## src/core/spkamp_pkg.sv

```systemverilog
// Package of constants and types for the speaker amplifier control block.
package spkamp_pkg;
  // Register address is page bit followed by a 7-bit register number.
  localparam logic [7:0] ADDR_CLKSEL = 8'h04;
  localparam logic [7:0] ADDR_OSR_HI = 8'h0d;
  localparam logic [7:0] ADDR_OSR_LO = 8'h0e;
  localparam logic [7:0] ADDR_INTERP = 8'h0f;
  localparam logic [7:0] ADDR_VOLUME = 8'h41;
  localparam logic [7:0] ADDR_DACCTL = 8'h40;
  localparam logic [7:0] ADDR_OTSTAT = 8'h2d;
  localparam logic [7:0] ADDR_MIXSEL = 8'h3f;
  localparam logic [7:0] ADDR_SWRST = 8'h01;
  localparam logic [7:0] ADDR_SPKPWR = 8'had;
  localparam logic [7:0] ADDR_ANAPWR = 8'hae;
  localparam logic [7:0] ADDR_SPKGAIN = 8'hb0;
  // Field positions.
  localparam int MIX_LSB = 4;
  localparam int CLKSEL_LSB = 0;
  localparam int PLLSEL_LSB = 2;
  localparam int SPK_BIT = 1;
  localparam int GAIN_LSB = 4;
  localparam int OT_BIT = 7;
  localparam int MUTE_BIT = 3;
  localparam int AUTOMUTE_BIT = 2;
  localparam int ADAPT_BIT = 1;
  localparam int SWRST_BIT = 0;
  // Reset values.
  localparam logic [7:0] RST_CLKSEL = 8'h00;
  localparam logic [1:0] RST_OSR_HI = 2'h0;
  localparam logic [7:0] RST_OSR_LO = 8'h80;
  localparam logic [1:0] RST_INTERP = 2'h0;
  localparam logic [7:0] RST_VOLUME = 8'h00;
  localparam logic [7:0] RST_DACCTL = 8'h08;
  localparam logic [1:0] RST_MIX = 2'h0;
  localparam logic [7:0] RST_ANAPWR = 8'h00;
  localparam logic [2:0] RST_GAIN = 3'h0;
  // Volume codes in signed half-dB steps: -127 is -63.5 dB, 48 is +24 dB.
  localparam logic signed [7:0] VOL_MIN = 8'sh81;
  localparam logic signed [7:0] VOL_MAX = 8'sh30;
  localparam int SAMPLE_W = 24;
  localparam int SAMPLE_CYCLES = 64;
  localparam logic [5:0] AUTOMUTE_CNT = 6'h3f;
  // Sample rate band in Hz.
  localparam int RATE_MIN_HZ = 8000;
  localparam int RATE_MAX_HZ = 192000;

  typedef enum logic [1:0] {
    SPKAMP_MIX_LEFT = 2'h0,
    SPKAMP_MIX_RIGHT = 2'h1,
    SPKAMP_MIX_AVG = 2'h2,
    SPKAMP_MIX_OFF = 2'h3
  } spkamp_mix_t;

  typedef enum logic [3:0] {
    SPKAMP_ST_OFF = 4'h1,
    SPKAMP_ST_RUN = 4'h2,
    SPKAMP_ST_FAULT = 4'h4,
    SPKAMP_ST_HOT = 4'h8
  } spkamp_state_t;

  typedef struct packed {
    logic [7:0] addr;
    logic [7:0] wdata;
    logic wr;
    logic rd;
  } spkamp_req_t;

  typedef struct packed {
    logic signed [SAMPLE_W-1:0] left;
    logic signed [SAMPLE_W-1:0] right;
    logic valid;
  } spkamp_frame_t;
endpackage : spkamp_pkg

```

## src/core/spkamp_ctrl.sv

```systemverilog
// Register file, mono mixer, volume and speaker protection control.
//
// The placing of the registers and the address-and-strobe port were decided locally.
`timescale 1ns/1ps
`default_nettype none
module spkamp_ctrl (
  // Clock and reset
  input wire logic mclk,
  input wire logic sys_rst,
  // Register port
  input wire logic [7:0] regAddr,
  input wire logic [7:0] regWdata,
  input wire logic regWr,
  input wire logic regRd,
  output logic [7:0] regRdata,
  // Serial audio pins
  input wire logic bitClkPin,
  input wire logic wordClkPin,
  input wire logic dataInPin,
  // Protection sensors and straps
  input wire logic shortDetect,
  input wire logic overTemp,
  input wire logic busSelectPin,
  // Mono sample to the DAC
  output logic signed [23:0] monoSample,
  output logic monoValid,
  // Speaker stage and configuration outputs
  output logic speakerEnable,
  output logic speakerSwitching,
  output logic [2:0] speakerGain,
  output logic [1:0] refClockSel,
  output logic [1:0] pllRefSel,
  output logic [9:0] oversampleRatio,
  output logic [1:0] interpSelect,
  output logic [7:0] analogPower,
  output logic spiMode
);
  import spkamp_pkg::*;

  spkamp_frame_t frame;
  spkamp_req_t req;
  spkamp_state_t state;
  spkamp_state_t next_state;
  logic [1:0] shortSync;
  logic [1:0] hotSync;
  logic [1:0] selSync;
  logic [7:0] clkSel;
  logic [1:0] osrHi;
  logic [7:0] osrLo;
  logic [1:0] interp;
  logic signed [7:0] volume;
  logic [7:0] dacCtl;
  logic [1:0] mixSel;
  logic [7:0] anaPwr;
  logic [2:0] gain;
  logic powerReq;
  logic ocFlag;
  logic softReset;
  logic [5:0] zeroRun;
  logic signed [24:0] mixed;
  logic signed [33:0] scaled;

  spkamp_i2s_rx u_rx (
    .mclk(mclk),
    .sys_rst(sys_rst),
    .bitClkPin(bitClkPin),
    .wordClkPin(wordClkPin),
    .dataInPin(dataInPin),
    .frame(frame)
  );

  assign req = '{addr: regAddr, wdata: regWdata, wr: regWr, rd: regRd};

  // Saturating volume code so out-of-range writes stay inside the band.
  function automatic logic signed [7:0] clampVol(input logic [7:0] v);
    logic signed [7:0] s;
    s = signed'(v);
    if (s < VOL_MIN) begin
      clampVol = VOL_MIN;
    end else if (s > VOL_MAX) begin
      clampVol = VOL_MAX;
    end else begin
      clampVol = s;
    end
  endfunction : clampVol

  function automatic logic isWrite(input spkamp_req_t r, input logic [7:0] a);
    isWrite = r.wr && (r.addr == a);
  endfunction : isWrite

  always_ff @(posedge mclk) begin
    if (sys_rst) begin
      shortSync <= 2'h0;
      hotSync <= 2'h0;
      selSync <= 2'h0;
    end else begin
      shortSync <= {shortSync[0], shortDetect};
      hotSync <= {hotSync[0], overTemp};
      selSync <= {selSync[0], busSelectPin};
    end
  end

  // The strap follows the synchronised pin on every cycle after reset release.
  always_ff @(posedge mclk) begin
    if (sys_rst) begin
      spiMode <= 1'b0;
    end else begin
      spiMode <= selSync[1];
    end
  end

  // Either reset source returns every register to its default value.
  always_ff @(posedge mclk) begin
    if (sys_rst || softReset) begin
      clkSel <= RST_CLKSEL;
      osrHi <= RST_OSR_HI;
      osrLo <= RST_OSR_LO;
      interp <= RST_INTERP;
      volume <= RST_VOLUME;
      dacCtl <= RST_DACCTL;
      mixSel <= RST_MIX;
      anaPwr <= RST_ANAPWR;
      gain <= RST_GAIN;
    end else begin
      if (isWrite(req, ADDR_CLKSEL)) begin
        clkSel <= req.wdata;
      end
      if (isWrite(req, ADDR_OSR_HI)) begin
        osrHi <= req.wdata[1:0];
      end
      if (isWrite(req, ADDR_OSR_LO)) begin
        osrLo <= req.wdata;
      end
      if (isWrite(req, ADDR_INTERP)) begin
        // Code 3 is not a filter; it is ignored so a valid type remains.
        if (req.wdata[1:0] != 2'h3) begin
          interp <= req.wdata[1:0];
        end
      end
      if (isWrite(req, ADDR_VOLUME)) begin
        volume <= clampVol(req.wdata);
      end
      if (isWrite(req, ADDR_DACCTL)) begin
        dacCtl <= req.wdata;
      end
      if (isWrite(req, ADDR_MIXSEL)) begin
        mixSel <= req.wdata[MIX_LSB+1:MIX_LSB];
      end
      if (isWrite(req, ADDR_ANAPWR)) begin
        anaPwr <= req.wdata;
      end
      if (isWrite(req, ADDR_SPKGAIN)) begin
        gain <= req.wdata[GAIN_LSB+2:GAIN_LSB];
      end
    end
  end

  always_ff @(posedge mclk) begin
    if (sys_rst) begin
      softReset <= 1'b0;
    end else begin
      softReset <= isWrite(req, ADDR_SWRST) && req.wdata[SWRST_BIT];
    end
  end

  // Writing D1 is both power-on and power-stage restart request.
  always_ff @(posedge mclk) begin
    if (sys_rst || softReset) begin
      powerReq <= 1'b0;
    end else begin
      powerReq <= isWrite(req, ADDR_SPKPWR) && req.wdata[SPK_BIT];
    end
  end

  // A short seen in a restart cycle still wins and trips the stage again.
  always_comb begin
    next_state = state;
    case (state)
      SPKAMP_ST_OFF: begin
        if (powerReq && shortSync[1]) begin
          next_state = SPKAMP_ST_FAULT;
        end else if (powerReq) begin
          next_state = SPKAMP_ST_RUN;
        end
      end
      SPKAMP_ST_RUN: begin
        if (shortSync[1]) begin
          next_state = SPKAMP_ST_FAULT;
        end else if (hotSync[1]) begin
          next_state = SPKAMP_ST_HOT;
        end
      end
      SPKAMP_ST_HOT: begin
        if (shortSync[1]) begin
          next_state = SPKAMP_ST_FAULT;
        end else if (!hotSync[1]) begin
          next_state = SPKAMP_ST_RUN;
        end
      end
      SPKAMP_ST_FAULT: begin
        if (powerReq && !shortSync[1]) begin
          next_state = SPKAMP_ST_RUN;
        end
      end
      default: next_state = SPKAMP_ST_OFF;
    endcase
  end

  always_ff @(posedge mclk) begin
    if (sys_rst || softReset) begin
      state <= SPKAMP_ST_OFF;
    end else begin
      state <= next_state;
    end
  end

  // Flag reads one in normal operation and zero after a short.
  always_ff @(posedge mclk) begin
    if (sys_rst || softReset) begin
      ocFlag <= 1'b1;
    end else if (shortSync[1]) begin
      ocFlag <= 1'b0;
    end else if (powerReq) begin
      ocFlag <= 1'b1;
    end
  end

  always_ff @(posedge mclk) begin
    if (sys_rst || softReset) begin
      speakerEnable <= 1'b0;
      speakerSwitching <= 1'b0;
      speakerGain <= 3'h0;
    end else begin
      speakerEnable <= (next_state == SPKAMP_ST_RUN)
                       || (next_state == SPKAMP_ST_HOT);
      speakerSwitching <= (next_state == SPKAMP_ST_RUN);
      speakerGain <= gain;
    end
  end

  always_ff @(posedge mclk) begin
    if (sys_rst) begin
      refClockSel <= 2'h0;
      pllRefSel <= 2'h0;
      oversampleRatio <= 10'h0;
      interpSelect <= 2'h0;
      analogPower <= 8'h00;
    end else begin
      refClockSel <= clkSel[CLKSEL_LSB+1:CLKSEL_LSB];
      pllRefSel <= clkSel[PLLSEL_LSB+1:PLLSEL_LSB];
      // Ratio code 0 stands for 1024; codes 1 to 1023 are taken as is.
      oversampleRatio <= {osrHi, osrLo};
      interpSelect <= interp;
      analogPower <= anaPwr;
    end
  end

  always_comb begin
    case (spkamp_mix_t'(mixSel))
      SPKAMP_MIX_LEFT: mixed = {frame.left[23], frame.left};
      SPKAMP_MIX_RIGHT: mixed = {frame.right[23], frame.right};
      // Signed operands keep the halving arithmetic for negative sums.
      SPKAMP_MIX_AVG: mixed = (signed'({frame.left[23], frame.left})
          + signed'({frame.right[23], frame.right})) >>> 1;
      default: mixed = 25'h0;
    endcase
  end

  // Volume in half-dB steps is approximated by a linear code over 128.
  assign scaled = 34'(mixed) * 34'(signed'({1'b0, 8'(volume + 8'sd128)}));

  always_ff @(posedge mclk) begin
    if (sys_rst) begin
      zeroRun <= 6'h0;
    end else if (frame.valid) begin
      if (mixed == 25'h0) begin
        zeroRun <= (zeroRun == AUTOMUTE_CNT) ? zeroRun : zeroRun + 6'h1;
      end else begin
        zeroRun <= 6'h0;
      end
    end
  end

  // The sample rate is set by the source; this path accepts any frame pace.
  always_ff @(posedge mclk) begin
    if (sys_rst) begin
      monoSample <= 24'h0;
      monoValid <= 1'b0;
    end else begin
      monoValid <= frame.valid;
      if (frame.valid) begin
        if (dacCtl[MUTE_BIT] || (dacCtl[AUTOMUTE_BIT]
            && zeroRun == AUTOMUTE_CNT)) begin
          monoSample <= 24'h0;
        end else begin
          monoSample <= scaled[30:7];
        end
      end
    end
  end

  always_ff @(posedge mclk) begin
    if (sys_rst) begin
      regRdata <= 8'h00;
    end else if (req.rd) begin
      case (req.addr)
        ADDR_CLKSEL: regRdata <= clkSel;
        ADDR_OSR_HI: regRdata <= {6'h0, osrHi};
        ADDR_OSR_LO: regRdata <= osrLo;
        ADDR_INTERP: regRdata <= {6'h0, interp};
        ADDR_VOLUME: regRdata <= volume;
        ADDR_DACCTL: regRdata <= dacCtl;
        ADDR_MIXSEL: regRdata <= {2'h0, mixSel, 4'h0};
        ADDR_OTSTAT: regRdata <= {hotSync[1], 7'h0};
        ADDR_SPKPWR: regRdata <= {6'h0, ocFlag, 1'b0};
        ADDR_ANAPWR: regRdata <= anaPwr;
        ADDR_SPKGAIN: regRdata <= {1'b0, gain, 4'h0};
        default: regRdata <= 8'h00;
      endcase
    end else begin
      regRdata <= 8'h00;
    end
  end

  a_short_trips: assert property (@(posedge mclk) disable iff (sys_rst)
    shortSync[1] && !softReset |=> !speakerEnable && !ocFlag)
    else $error("Short did not disable the speaker stage.");
  a_fault_holds: assert property (@(posedge mclk) disable iff (sys_rst)
    state == SPKAMP_ST_FAULT && !powerReq && !softReset
    |=> !speakerEnable)
    else $error("Stage left fault without a reset.");
  a_hot_stops: assert property (@(posedge mclk) disable iff (sys_rst)
    hotSync[1] && state == SPKAMP_ST_RUN && !shortSync[1] && !softReset
    |=> !speakerSwitching)
    else $error("Switching continued while overheated.");
  a_restart_ok: assert property (@(posedge mclk) disable iff (sys_rst)
    state == SPKAMP_ST_FAULT && powerReq && !shortSync[1] && !softReset
    |=> speakerSwitching && ocFlag)
    else $error("Power-stage restart did not resume.");
  a_soft_default: assert property (@(posedge mclk) disable iff (sys_rst)
    softReset |=> gain == RST_GAIN && anaPwr == RST_ANAPWR)
    else $error("Software reset did not restore defaults.");
  a_gain_follow: assert property (@(posedge mclk) disable iff (sys_rst)
    isWrite(req, ADDR_SPKGAIN) && !softReset
    |=> ##1 speakerGain == $past(req.wdata[6:4], 2))
    else $error("Driver gain did not follow its field.");
  a_ot_read: assert property (@(posedge mclk) disable iff (sys_rst)
    req.rd && req.addr == ADDR_OTSTAT |=> regRdata[7] == $past(hotSync[1]))
    else $error("Over-temperature flag read wrong.");
  a_mute_out: assert property (@(posedge mclk) disable iff (sys_rst)
    frame.valid && dacCtl[MUTE_BIT] |=> monoSample == 24'h0)
    else $error("Mute did not silence the sample.");
endmodule : spkamp_ctrl
`default_nettype wire

```

## src/core/spkamp_i2s_rx.sv

```systemverilog
// Serial audio receiver that collects a left and right 24-bit sample.
`timescale 1ns/1ps
`default_nettype none
module spkamp_i2s_rx (
  // Clock and reset
  input wire logic mclk,
  input wire logic sys_rst,
  // Serial audio pins
  input wire logic bitClkPin,
  input wire logic wordClkPin,
  input wire logic dataInPin,
  // Received frame
  output spkamp_pkg::spkamp_frame_t frame
);
  import spkamp_pkg::*;

  logic [1:0] bclkSync;
  logic [1:0] wclkSync;
  logic [1:0] dinSync;
  logic bclkPrev;
  logic wclkPrev;
  logic [4:0] bitCount;
  logic [SAMPLE_W-1:0] shiftReg;
  logic [SAMPLE_W-1:0] leftHold;
  logic bclkRise;

  always_ff @(posedge mclk) begin
    if (sys_rst) begin
      bclkSync <= 2'h0;
      wclkSync <= 2'h0;
      dinSync <= 2'h0;
    end else begin
      bclkSync <= {bclkSync[0], bitClkPin};
      wclkSync <= {wclkSync[0], wordClkPin};
      dinSync <= {dinSync[0], dataInPin};
    end
  end

  assign bclkRise = bclkSync[1] & ~bclkPrev;

  // The MSB follows the word-clock edge by one bit clock, so counting starts
  // at the edge and the first captured bit is the MSB.
  always_ff @(posedge mclk) begin
    if (sys_rst) begin
      bclkPrev <= 1'b0;
      // Word clock rests high after a right word; starting from that level
      // lets the first left word after reset be seen.
      wclkPrev <= 1'b1;
      bitCount <= 5'h1f;
      shiftReg <= '0;
      leftHold <= '0;
      frame <= '0;
    end else begin
      bclkPrev <= bclkSync[1];
      frame.valid <= 1'b0;
      if (bclkRise) begin
        wclkPrev <= wclkSync[1];
        if (wclkSync[1] != wclkPrev) begin
          bitCount <= 5'h0;
        end else if (bitCount < 5'(SAMPLE_W)) begin
          shiftReg <= {shiftReg[SAMPLE_W-2:0], dinSync[1]};
          bitCount <= bitCount + 5'h1;
          if (bitCount == 5'(SAMPLE_W - 1)) begin
            if (!wclkPrev) begin
              leftHold <= {shiftReg[SAMPLE_W-2:0], dinSync[1]};
            end else begin
              frame.left <= leftHold;
              frame.right <= {shiftReg[SAMPLE_W-2:0], dinSync[1]};
              frame.valid <= 1'b1;
            end
          end
        end
      end
    end
  end

  a_frame_pulse: assert property (@(posedge mclk) disable iff (sys_rst)
    frame.valid |=> !frame.valid)
    else $error("Frame valid lasted more than one cycle.");
endmodule : spkamp_i2s_rx
`default_nettype wire

```

## config.mk

```make
export PLATFORM = sky130hd
export DESIGN_NAME = spkamp_ctrl
export DESIGN_NICKNAME = d
export VERILOG_FILES = /design/src/core/spkamp_pkg.sv /design/src/core/spkamp_ctrl.sv /design/src/core/spkamp_i2s_rx.sv
export SDC_FILE = /design/constraint.sdc
export NUM_CORES = 1
export LEC_CHECK = 0
export ABC_AREA = 1
export BUFFER_PORTS_ARGS = -buffer_cell sky130_fd_sc_hd__buf_4
export CORE_MARGIN = 5
export CORE_UTILIZATION = 30
export CTS_CLUSTER_DIAMETER = 150
export DETAILED_ROUTE_END_ITERATION = 7
export MAX_ROUTING_LAYER = met4
export PLACE_DENSITY_LB_ADDON = 0.15
export RECOVER_POWER = 100
export REMOVE_ABC_BUFFERS = 1
export SLEW_MARGIN = 40
export SYNTH_ARGS = -nofsm -noshare
export SYNTH_HDL_FRONTEND = slang
export SYNTH_HIERARCHICAL = 1
export SYNTH_SLANG_ARGS = --single-unit
```

## constraint.sdc

```tcl
create_clock -name mclk -period 15.9 [get_ports mclk]
set_input_delay 2.385 -clock mclk [delete_from_list [all_inputs] [get_ports mclk]]
set_output_delay 2.385 -clock mclk [all_outputs]
set_load 0.1 [all_outputs]
```

==> summary.md, run 1 <==
| Metric | Value |
|---|---|
| Outcome | `finished, violations left` |
| Failing checks | `capacitance limit, slew limit` |
| Vias/cell | `4.46` |
| GRT overflow | `0` |
| Die height | `259 µm` |
| Largest net degree at the start of global routing | `100` |
| Post-synthesis register bit count | `240` |
| Period utilisation layout | `47.6%` |
| Ys Warns | `6` |
| Proportion of layout cells with a drive suffix above 1 | `4.94%` |
| HPWL after detailed placement | `42000 µm` |
| Die W | `259 µm` |
| Simple-gate area share of the yosys netlist | `29.1%` |
| Hold Buf Count CTS | `0` |
| DRT Wirelength | `52900 µm` |
| Critical path's slowest cell | `clkbuf_1` |
| GPL Wtd Cong | `0.891` |
| Routed WL per cell | `14.4 µm` |
| Root Driver | `clkbuf_16` |
| Synth Area in XOR/XNOR | `0.610%` |
| Most used cell, CP | `inv_1` |
| Rel. slew slack | `-161%` |
| Slowest stage delay, CP | `1240 ps` |
| Fmax | `132 MHz` |
| Leakage | `9.74 nW` |
| PwrDens | `62.4 nW/µm²` |
| Final hold violations | `0` |
| Unrepaired setup endpoints after global routing | `false` |
| CTS max path bufs | `3` |
| Initial antenna violation count | `0` |
| Vias | `16400` |
| Crit path max fanout | `27` |
| TNS Setup | `0 ps` |
| N_diodes | `0` |
| CP Data Required Time | `16200 ps` |
| CP arrival | `7870 ps` |
| Max-slew violations | `201` |
| PortBufs | `88` |
| Max Cap Viol | `4` |
| 1st-iter DRT viols | `816` |
| R2R setup slack | `8330 ps` |
| Clock tree sinks | `240` |
| Top Ports | `89` |
| Multiplexer share of the synthesized area | `0%` |
| Post-layout min period | `7570 ps` |
| Number of routed nets with antenna violations | `0` |
| Initial Utilization | `30.3%` |
| All-Layer GR Usage | `16.1%` |
| Synth Area in Compound Gates | `8.53%` |
| Seq/Total Area, Yosys | `25.8%` |
| First-pass GRT wire length | `87300 µm` |
| # fillers | `6842` |
| Startpoint Class | `flop` |
| Yosys cell types | `46` |
| Area growth, synth to finish | `11.1%` |
| Reg clk slew, reported paths | `60 ps` |
| Hold slack | `401 ps` |
| Row count | `91` |
| Synthesized area | `18700 µm²` |
| Setup repair bufs after CTS | `0` |
| Nets | `3071` |
| Num CTS Buffers | `29` |
| Die ar. | `67300 µm²` |
| TritonCTS clock tree | `done` |
| Synthesized instance count | `2776` |
| Worst-skew pair later-pin latency | `580 ps` |
| Final setup violation count | `0` |
| Post-CTS resize count | `0` |
| Syn avg cell area | `6.72 µm²` |
| Max VDD drop | `0.0712 mV` |
| Placeable core region | `61600 µm²` |
| Largest family of logic cells by synthesized area | `simple AND/OR/NAND/NOR gates` |
| Layout Skew | `14.5 ps` |
| Number of global-route vias before repair | `16400` |
| Iteration count of the initial detailed-routing pass | `5` |
| Min-Delay Path Class | `flop to flop` |
| H-tree depth | `1` |
| Synth Area in Adders | `21.1%` |
| Post-route DRC | `0` |
| Setup CP Type | `flop to flop` |
| Worst-margin pin slew | `3920 ps` |
| Worst Setup End Kind | `flop` |
-- cell usage after synthesis, drive strengths merged --
master	instances	share of area, %
clkbuf	56	1.1
fa	145	16
a2111oi	4	0.19
o21ai	96	2.6
clkinv	6	0.12
xor2	4	0.19
a21o	5	0.20
xnor2	9	0.42
a31oi	8	0.27
dfxtp	240	26
ha	83	5.6
o22ai	10	0.34
o221ai	4	0.19
nor3	19	0.54
o21a	2	0.080
a221oi	6	0.28
o31ai	3	0.12
nor2	427	8.8
a211oi	10	0.40
nor4	8	0.27
o211ai	5	0.23
nand3	123	3.4
o21bai	3	0.14
a21boi	1	0.040
inv	628	13
and2	2	0.067
nand4	92	3.1
a21oi	128	3.4
a41oi	1	0.047
or2	3	0.10
nand2	600	12
buf	35	0.95
nand3b	10	0.40
-- through the flow --
step | setup WS (ps) | area (µm²) | instances | util [%] | total power, mW
2_1_floorplan | 10340 | 18300 | 2685 | - | 0.653
3_3_place_gp | 9580 | 20100 | 3622 | 32.6 | 0.678
3_5_place_dp | 9520 | 20100 | 3623 | 32.6 | 0.679
4_1_cts | 9480 | 21000 | 3670 | 34.1 | 1.32
5_1_grt | 7790 | 20700 | 3670 | 33.6 | 1.35
6_report | 8330 | 20700 | 3670 | 33.6 | 1.29
-- layout by cell type, fill, tap and decap left out, types with 9 or more instances in the layout --
master     instances
xnor2_1            9
o22ai_1           10
nand3_1          119
nand4_1           92
inv_2             17
ha_1              82
dfxtp_1          238
a211oi_1          10
nor2_2            13
nand2_1          580
a21oi_1          128
nand3b_1          10
buf_4             32
o21ai_0           96
nand2_2           18
fa_1             145
clkbuf_16         29
inv_1            612
nor2_1           409
nor3_1            18
clkbuf_1          76
-- cell families after synthesis --
family | count (synthesis)
simple gates | 1284
buf+inv | 725
compound gates | 286
flops | 240
fa+ha+maj | 228
xor+xnor | 13
-- sequential cells by signal (all words and copies together), names as in the netlist, 6 cells and up --
signal / count
dacCtl: 8
anaPwr: 8
regRdata: 8
zeroRun: 6
volume: 8
clkSel: 8
u_rx/leftHold: 24
oversampleRatio: 10
u_rx/shiftReg: 23
analogPower: 8
osrLo: 8
u_rx/frame: 49
monoSample: 24
-- power by group --
group	switching (mW)	total [mW]	leakage [nW]	internal [mW]
clock network	0.262	0.627	0.435	0.365
logic	0.0420	0.0592	7.37	0.0172
registers	0.00224	0.608	1.94	0.605
total	0.306	1.29	9.74	0.988
-- final timing paths --
check,end,depth (start not counted),start
worst max-delay path,monoSample[18],28,mixSel[0]
worst min-delay path,u_rx/wclkSync[1],2,u_rx/wclkSync[0]
worst max register to register,monoSample[18],28,mixSel[0]
worst min register to register,u_rx/wclkSync[1],2,u_rx/wclkSync[0]
-- critical path, delay by kind of cell (launching register included) --
family | cells | cell delay [ps]
adder cells (fa/ha/maj) | 5 | 2480
AND/OR/NAND/NOR | 8 | 1300
AO/OA/AOI/OAI | 6 | 820
flip-flops | 1 | 310
buffers and inverters | 9 | 2330
-- routing by layer --
layer	track usage [%]	vias to the layer above	wire length (µm)
met2	25.1	232	23500
met1	22.8	7529	26700
met5	-	-	0
met3	1.86	61	1840
met4	2.88	0	910
li1	-	8550	-
-- cell type report --
type,count,area [µm²],share of cell area [%]
multi-input cells,1811,11100,53.6
flip-flops and latches,240,4810,23.2
inverters,634,2380,11.5
well taps,837,1050,5.05
clock buffers,44,852,4.11
repair buffers,101,503,2.43
clock inverters,3,33.8,0.163
No activity file was read; power rests on OpenSTA's default activity.
==> run 2, diff against run 1 <==
Clock period 15.9 ns to 6.97 ns, I/O delays scaled along.
==> summary.md, run 2 (same netlist as run 1, synthesis figures left out) <==
| Metric | Value |
|---|---|
| Outcome | `finished, violations left` |
| Failing checks | `capacitance limit, slew limit` |
| Die W | `259 µm` |
| Max Cap Viol | `4` |
| Vias/cell | `4.51` |
| 1st-iter DRT viols | `958` |
| Most common cell after layout, fill and taps aside | `inv_1` |
| CTS max path bufs | `3` |
| Post-place setup slack | `652 ps` |
| Crit path max fanout | `7` |
| Row count | `91` |
| Die height | `259 µm` |
| Reg clk slew, reported paths | `60 ps` |
| Initial antenna violation count | `0` |
| Post-CTS resize count | `0` |
| TritonCTS clock tree | `done` |
| Routed WL per cell | `14.4 µm` |
| Number of routed nets with antenna violations | `0` |
| Post-route DRC | `0` |
| DRT Wirelength | `52900 µm` |
| Root Driver | `clkbuf_16` |
| Max VDD drop | `0.169 mV` |
| Final WS setup | `599 ps` |
| CP arrival | `6810 ps` |
| TNS Setup | `0 ps` |
| Nets | `3069` |
| Number of global-route vias before repair | `16400` |
| All-Layer GR Usage | `16.0%` |
| Largest Register | `u_rx/frame` |
| GRT overflow | `0` |
| Final hold violations | `0` |
| Hold Buf Count CTS | `0` |
| PwrDens | `147 nW/µm²` |
| Num CTS Buffers | `29` |
| Setup CP Type | `flop to flop` |
| Final setup violation count | `0` |
| Startpoint Class | `flop` |
| N_diodes | `0` |
| Worst-skew pair later-pin latency | `580 ps` |
| Top Ports | `89` |
| CP Data Required Time | `7400 ps` |
| Leakage | `9.75 nW` |
| Fmax | `157 MHz` |
| Rel. slew slack | `-174%` |
| First-pass GRT wire length | `86800 µm` |
| Min-Delay Path Class | `flop to flop` |
| Unrepaired setup endpoints after global routing | `false` |
| Placeable core region | `61600 µm²` |
| Largest register FFs | `49` |
| Die ar. | `67300 µm²` |
| Proportion of layout cells with a drive suffix above 1 | `4.90%` |
| GPL Wtd Cong | `0.901` |
| Post-layout min period | `6370 ps` |
| Worst-margin pin slew | `4110 ps` |
| Initial Utilization | `30.3%` |
| Most frequent cells in the layout | `610 x inv_1, 583 x nand2_1, 411 x nor2_1` |
| PortBufs | `88` |
| Layout Skew | `9.15 ps` |
| Area growth, synth to finish | `11.3%` |
| Worst Setup End Kind | `flop` |
| Clock tree sinks | `240` |
| Largest net degree at the start of global routing | `100` |
| Iteration count of the initial detailed-routing pass | `5` |
| Largest registers | `u_rx/frame x49, monoSample x24, u_rx/leftHold x24` |
| HPWL after detailed placement | `41800 µm` |
| Vias | `16600` |
| Period utilisation layout | `91.4%` |
| H-tree depth | `1` |
| Max-slew violations | `241` |
| Setup repair bufs after CTS | `0` |
run 2: cell types whose count changed in the layout (fill, tap and decap cells not counted), moves of 2 or more:
cell and delta:
clkbuf_8 -2, dfxtp_2 +2, nor2_4 -2, buf_4 -3
clkinv_2 +4, dfxtp_1 -2, bufinv_16 +3, nand2_2 -2
nor2_1 +2, clkinv_1 +2, inv_1 -2, nand2_1 +3
run 2: where the power goes:
group	leakage [nW]	switching (mW)	internal, mW	total, mW
sequential	1.94	0.00516	1.38	1.39
clock	0.482	0.607	0.931	1.54
combinational	7.33	0.0958	0.0390	0.135
run 2: layer usage:
layer	part of all wire, %	wire, µm	vias up	GRT usage [%]
li1	-	-	8551	-
met1	50	26300	7660	22.7
met5	0	0	-	-
met3	4.6	2440	64	2.25
met4	1.9	1020	0	3.10
met2	44	23100	289	24.5
run 2: area by class of cell:
type                            count  area, µm²
Fill cell                        6822      40800
Multi-Input combinational cell   1811      11100
Sequential cell                   240       4810
Inverter                          634       2380
Tap cell                          837       1050
Clock buffer                       41        821
Timing Repair Buffer               99        488
Clock inverter                     11        153
run 2: per-stage QoR:
step | std cells | instance area [µm²] | power (mW) | hold slack, ps | util [%]
4_1_cts | 3673 | 21100 | 3.12 | 406 | 34.2
5_1_grt | 3673 | 20800 | 3.20 | 418 | 33.7
2_1_floorplan | 2685 | 18300 | 1.49 | 388 | -
3_5_place_dp | 3621 | 20100 | 1.55 | 398 | 32.6
6_report | 3673 | 20800 | 3.06 | 404 | 33.7
3_3_place_gp | 3620 | 20100 | 1.55 | 396 | 32.6
run 2: path summary, 6_finish.rpt:
kind,startpoint,end,slack [ps],cells after the start
worst max-delay path,u_rx/frame[4],monoSample[17],600,27
worst min-delay path,u_rx/bclkSync[0],u_rx/bclkSync[1],400,2
worst max register to register,u_rx/frame[4],monoSample[17],600,27
worst min register to register,u_rx/bclkSync[0],u_rx/bclkSync[1],400,2
run 2: critical path, stage by stage, from the launching register on:
cell      delay (ps)
dfxtp_1          330
ha_1             430
nand2_1          150
nor2_1           300
nand2_1          120
nand3_1          160
nand2_1          150
nand3b_1         120
nand3_1           70
nand2_1          220
inv_1            160
nor2_1           140
fa_1             470
fa_1             480
fa_1             540
inv_1             50
fa_1             520
inv_1             40
ha_1             380
a21oi_1          170
inv_1             80
a31oi_1          230
o21a_1           190
nor3_1            50
nor3_1           150
nand2_1          120
o21ai_0          270
a21oi_1          100
==> run 3, diff against run 2 <==
Settings changed: CORE_ASPECT_RATIO set to 0.6, CORE_UTILIZATION 30 to 35.
==> summary.md, run 3 (same netlist as run 1, synthesis figures left out) <==
| Metric | Value |
|---|---|
| Worst-margin pin slew | `3520 ps` |
| RR Startpoint | `u_rx/frame[18]` |
| Register area | `4810 µm²` |
| Max VDD drop | `0.185 mV` |
| Iteration count of the initial detailed-routing pass | `7` |
| Hold Buf Count CTS | `0` |
| Min-Delay Path Class | `flop to flop` |
| Placeable core region | `52600 µm²` |
| Critical hold path startpoint | `hotSync[0]` |
| Routed WL per cell | `16.4 µm` |
| Post-route DRC | `0` |
| R2R cell count | `25` |
| Die W | `308 µm` |
| TNS Setup | `0 ps` |
| Reg clk slew, reported paths | `70 ps` |
| Hold slack | `399 ps` |
| R2R setup slack | `430 ps` |
| Largest register FFs | `49` |
| Largest registers | `u_rx/frame x49, monoSample x24, u_rx/leftHold x24` |
| Final WS setup | `426 ps` |
| CP Data Required Time | `7480 ps` |
| Failing checks | `capacitance limit, slew limit` |
| Initial antenna violation count | `0` |
| HPWL after detailed placement | `45400 µm` |
| Overall Power | `2.96 mW` |
| 1st-iter DRT viols | `1339` |
| Number of global-route vias before repair | `16600` |
| Die ar. | `58200 µm²` |
| Max-slew violations | `205` |
| # fillers | `5699` |
| Most frequent cells in the layout | `609 x inv_1, 582 x nand2_1, 409 x nor2_1` |
| Startpoint Class | `flop` |
| Clock tree sinks | `240` |
| Setup CP Type | `flop to flop` |
| Area taken by multi-input logic gates | `11100 µm²` |
| GPL Wtd Cong | `0.920` |
| TritonCTS clock tree | `done` |
| Number of routed nets with antenna violations | `0` |
| Row count | `65` |
| All-Layer GR Usage | `20.5%` |
| Top Ports | `89` |
| PwrDens | `144 nW/µm²` |
| Unrepaired setup endpoints after global routing | `false` |
| Worst Hold Path EP | `hotSync[1]` |
| Post-place setup slack | `411 ps` |
| Die height | `189 µm` |
| Fmax | `153 MHz` |
| Num CTS Buffers | `26` |
| Largest Register | `u_rx/frame` |
| DRT Wirelength | `57900 µm` |
| Period utilisation layout | `93.9%` |
| Largest net degree at the start of global routing | `88` |
| Vias/cell | `4.83` |
| Worst-skew pair later-pin latency | `580 ps` |
| Leakage | `9.74 nW` |
| WHS Path Cells | `2` |
| Nets | `3073` |
| Layout Skew | `11.6 ps` |
| Vias | `17100` |
| FF-to-FF End | `monoSample[16]` |
| First-pass GRT wire length | `93900 µm` |
| Area growth, synth to finish | `10.4%` |
| PortBufs | `88` |
| H-tree depth | `1` |
| GRT overflow | `0` |
| Max Cap Viol | `4` |
| Crit path max fanout | `7` |
| Post-layout min period | `6540 ps` |
| Root Driver | `clkbuf_16` |
| Initial Utilization | `35.4%` |
| Final setup violation count | `0` |
| Final hold violations | `0` |
| CTS max path bufs | `3` |
| Outcome | `finished, violations left` |
| Worst Setup End Kind | `flop` |
| N_diodes | `0` |
| Proportion of layout cells with a drive suffix above 1 | `5.36%` |
| CP arrival | `7060 ps` |
| Most common cell after layout, fill and taps aside | `inv_1` |
| Rel. slew slack | `-135%` |
run 3: area by class of cell:
class | instances | share of cell area (%)
Timing Repair Buffer | 106 | 2.69
Sequential cell | 240 | 23.3
Multi-Input combinational cell | 1811 | 53.9
Clock inverter | 14 | 0.772
Clock buffer | 33 | 3.48
Inverter | 634 | 11.6
Tap cell | 703 | 4.27
run 3: per-layer routing:
metal | global-route usage [%] | routed length (µm) | share of wire, % | up-vias
met2 | 27.1 | 21600 | 37 | 478
met3 | 4.46 | 4380 | 7.6 | 49
met1 | 32.3 | 31200 | 54 | 8021
met4 | 2.39 | 676 | 1.2 | 0
li1 | - | - | - | 8551
met5 | - | 0 | 0 | -
run 3: critical path: stages (launching register included):
cell and delay, ps:
dfxtp_1 340, ha_1 430, nand2_1 190, nor2_1 240, inv_1 70, nor2_1 320, nand3_1 260, nand4_1 170
nand3_1 80, nand2_1 190, nand2_1 110, fa_1 530, inv_1 60, fa_1 480, fa_1 490, inv_1 50
fa_1 530, inv_1 50, ha_1 400, a21oi_1 360, o21ai_0 270, a221oi_1 450, nand2_1 110, nand2_1 70
nand3_1 80, a21oi_1 130
run 3: report_power, final:
group / internal (mW) / switching [mW] / total (mW)
sequential: 1.38 / 0.00567 / 1.39
clock: 0.808 / 0.631 / 1.44
combinational: 0.0385 / 0.0986 / 0.137
run 3: how the worst max path moves through the flow:
stage / cells past startpoint / from / end
2_1_floorplan: 31 / u_rx/frame[2] / monoSample[22]
3_3_place_gp: 30 / u_rx/frame[2] / monoSample[21]
3_5_place_dp: 31 / u_rx/frame[2] / monoSample[22]
4_1_cts: 31 / u_rx/frame[2] / monoSample[22]
5_1_grt: 30 / u_rx/frame[2] / monoSample[22]
6_report: 25 / u_rx/frame[18] / monoSample[16]
run 3: metrics by stage:
step                cell area [µm²]  util [%]  std cells
global route                  20600      39.1       3541
CTS                           20800      39.6       3540
detailed placement            20000      38.0       3493
finish                        20600      39.1       3541
floorplan                     18300         -       2685
global placement              19900      37.9       3492
run 3: timing repair:
action,in CTS,in global routing
hold endpoints to repair,0,0
gates resized for setup,0,8
endpoints found under the setup margin,0,4
setup buffers,0,0
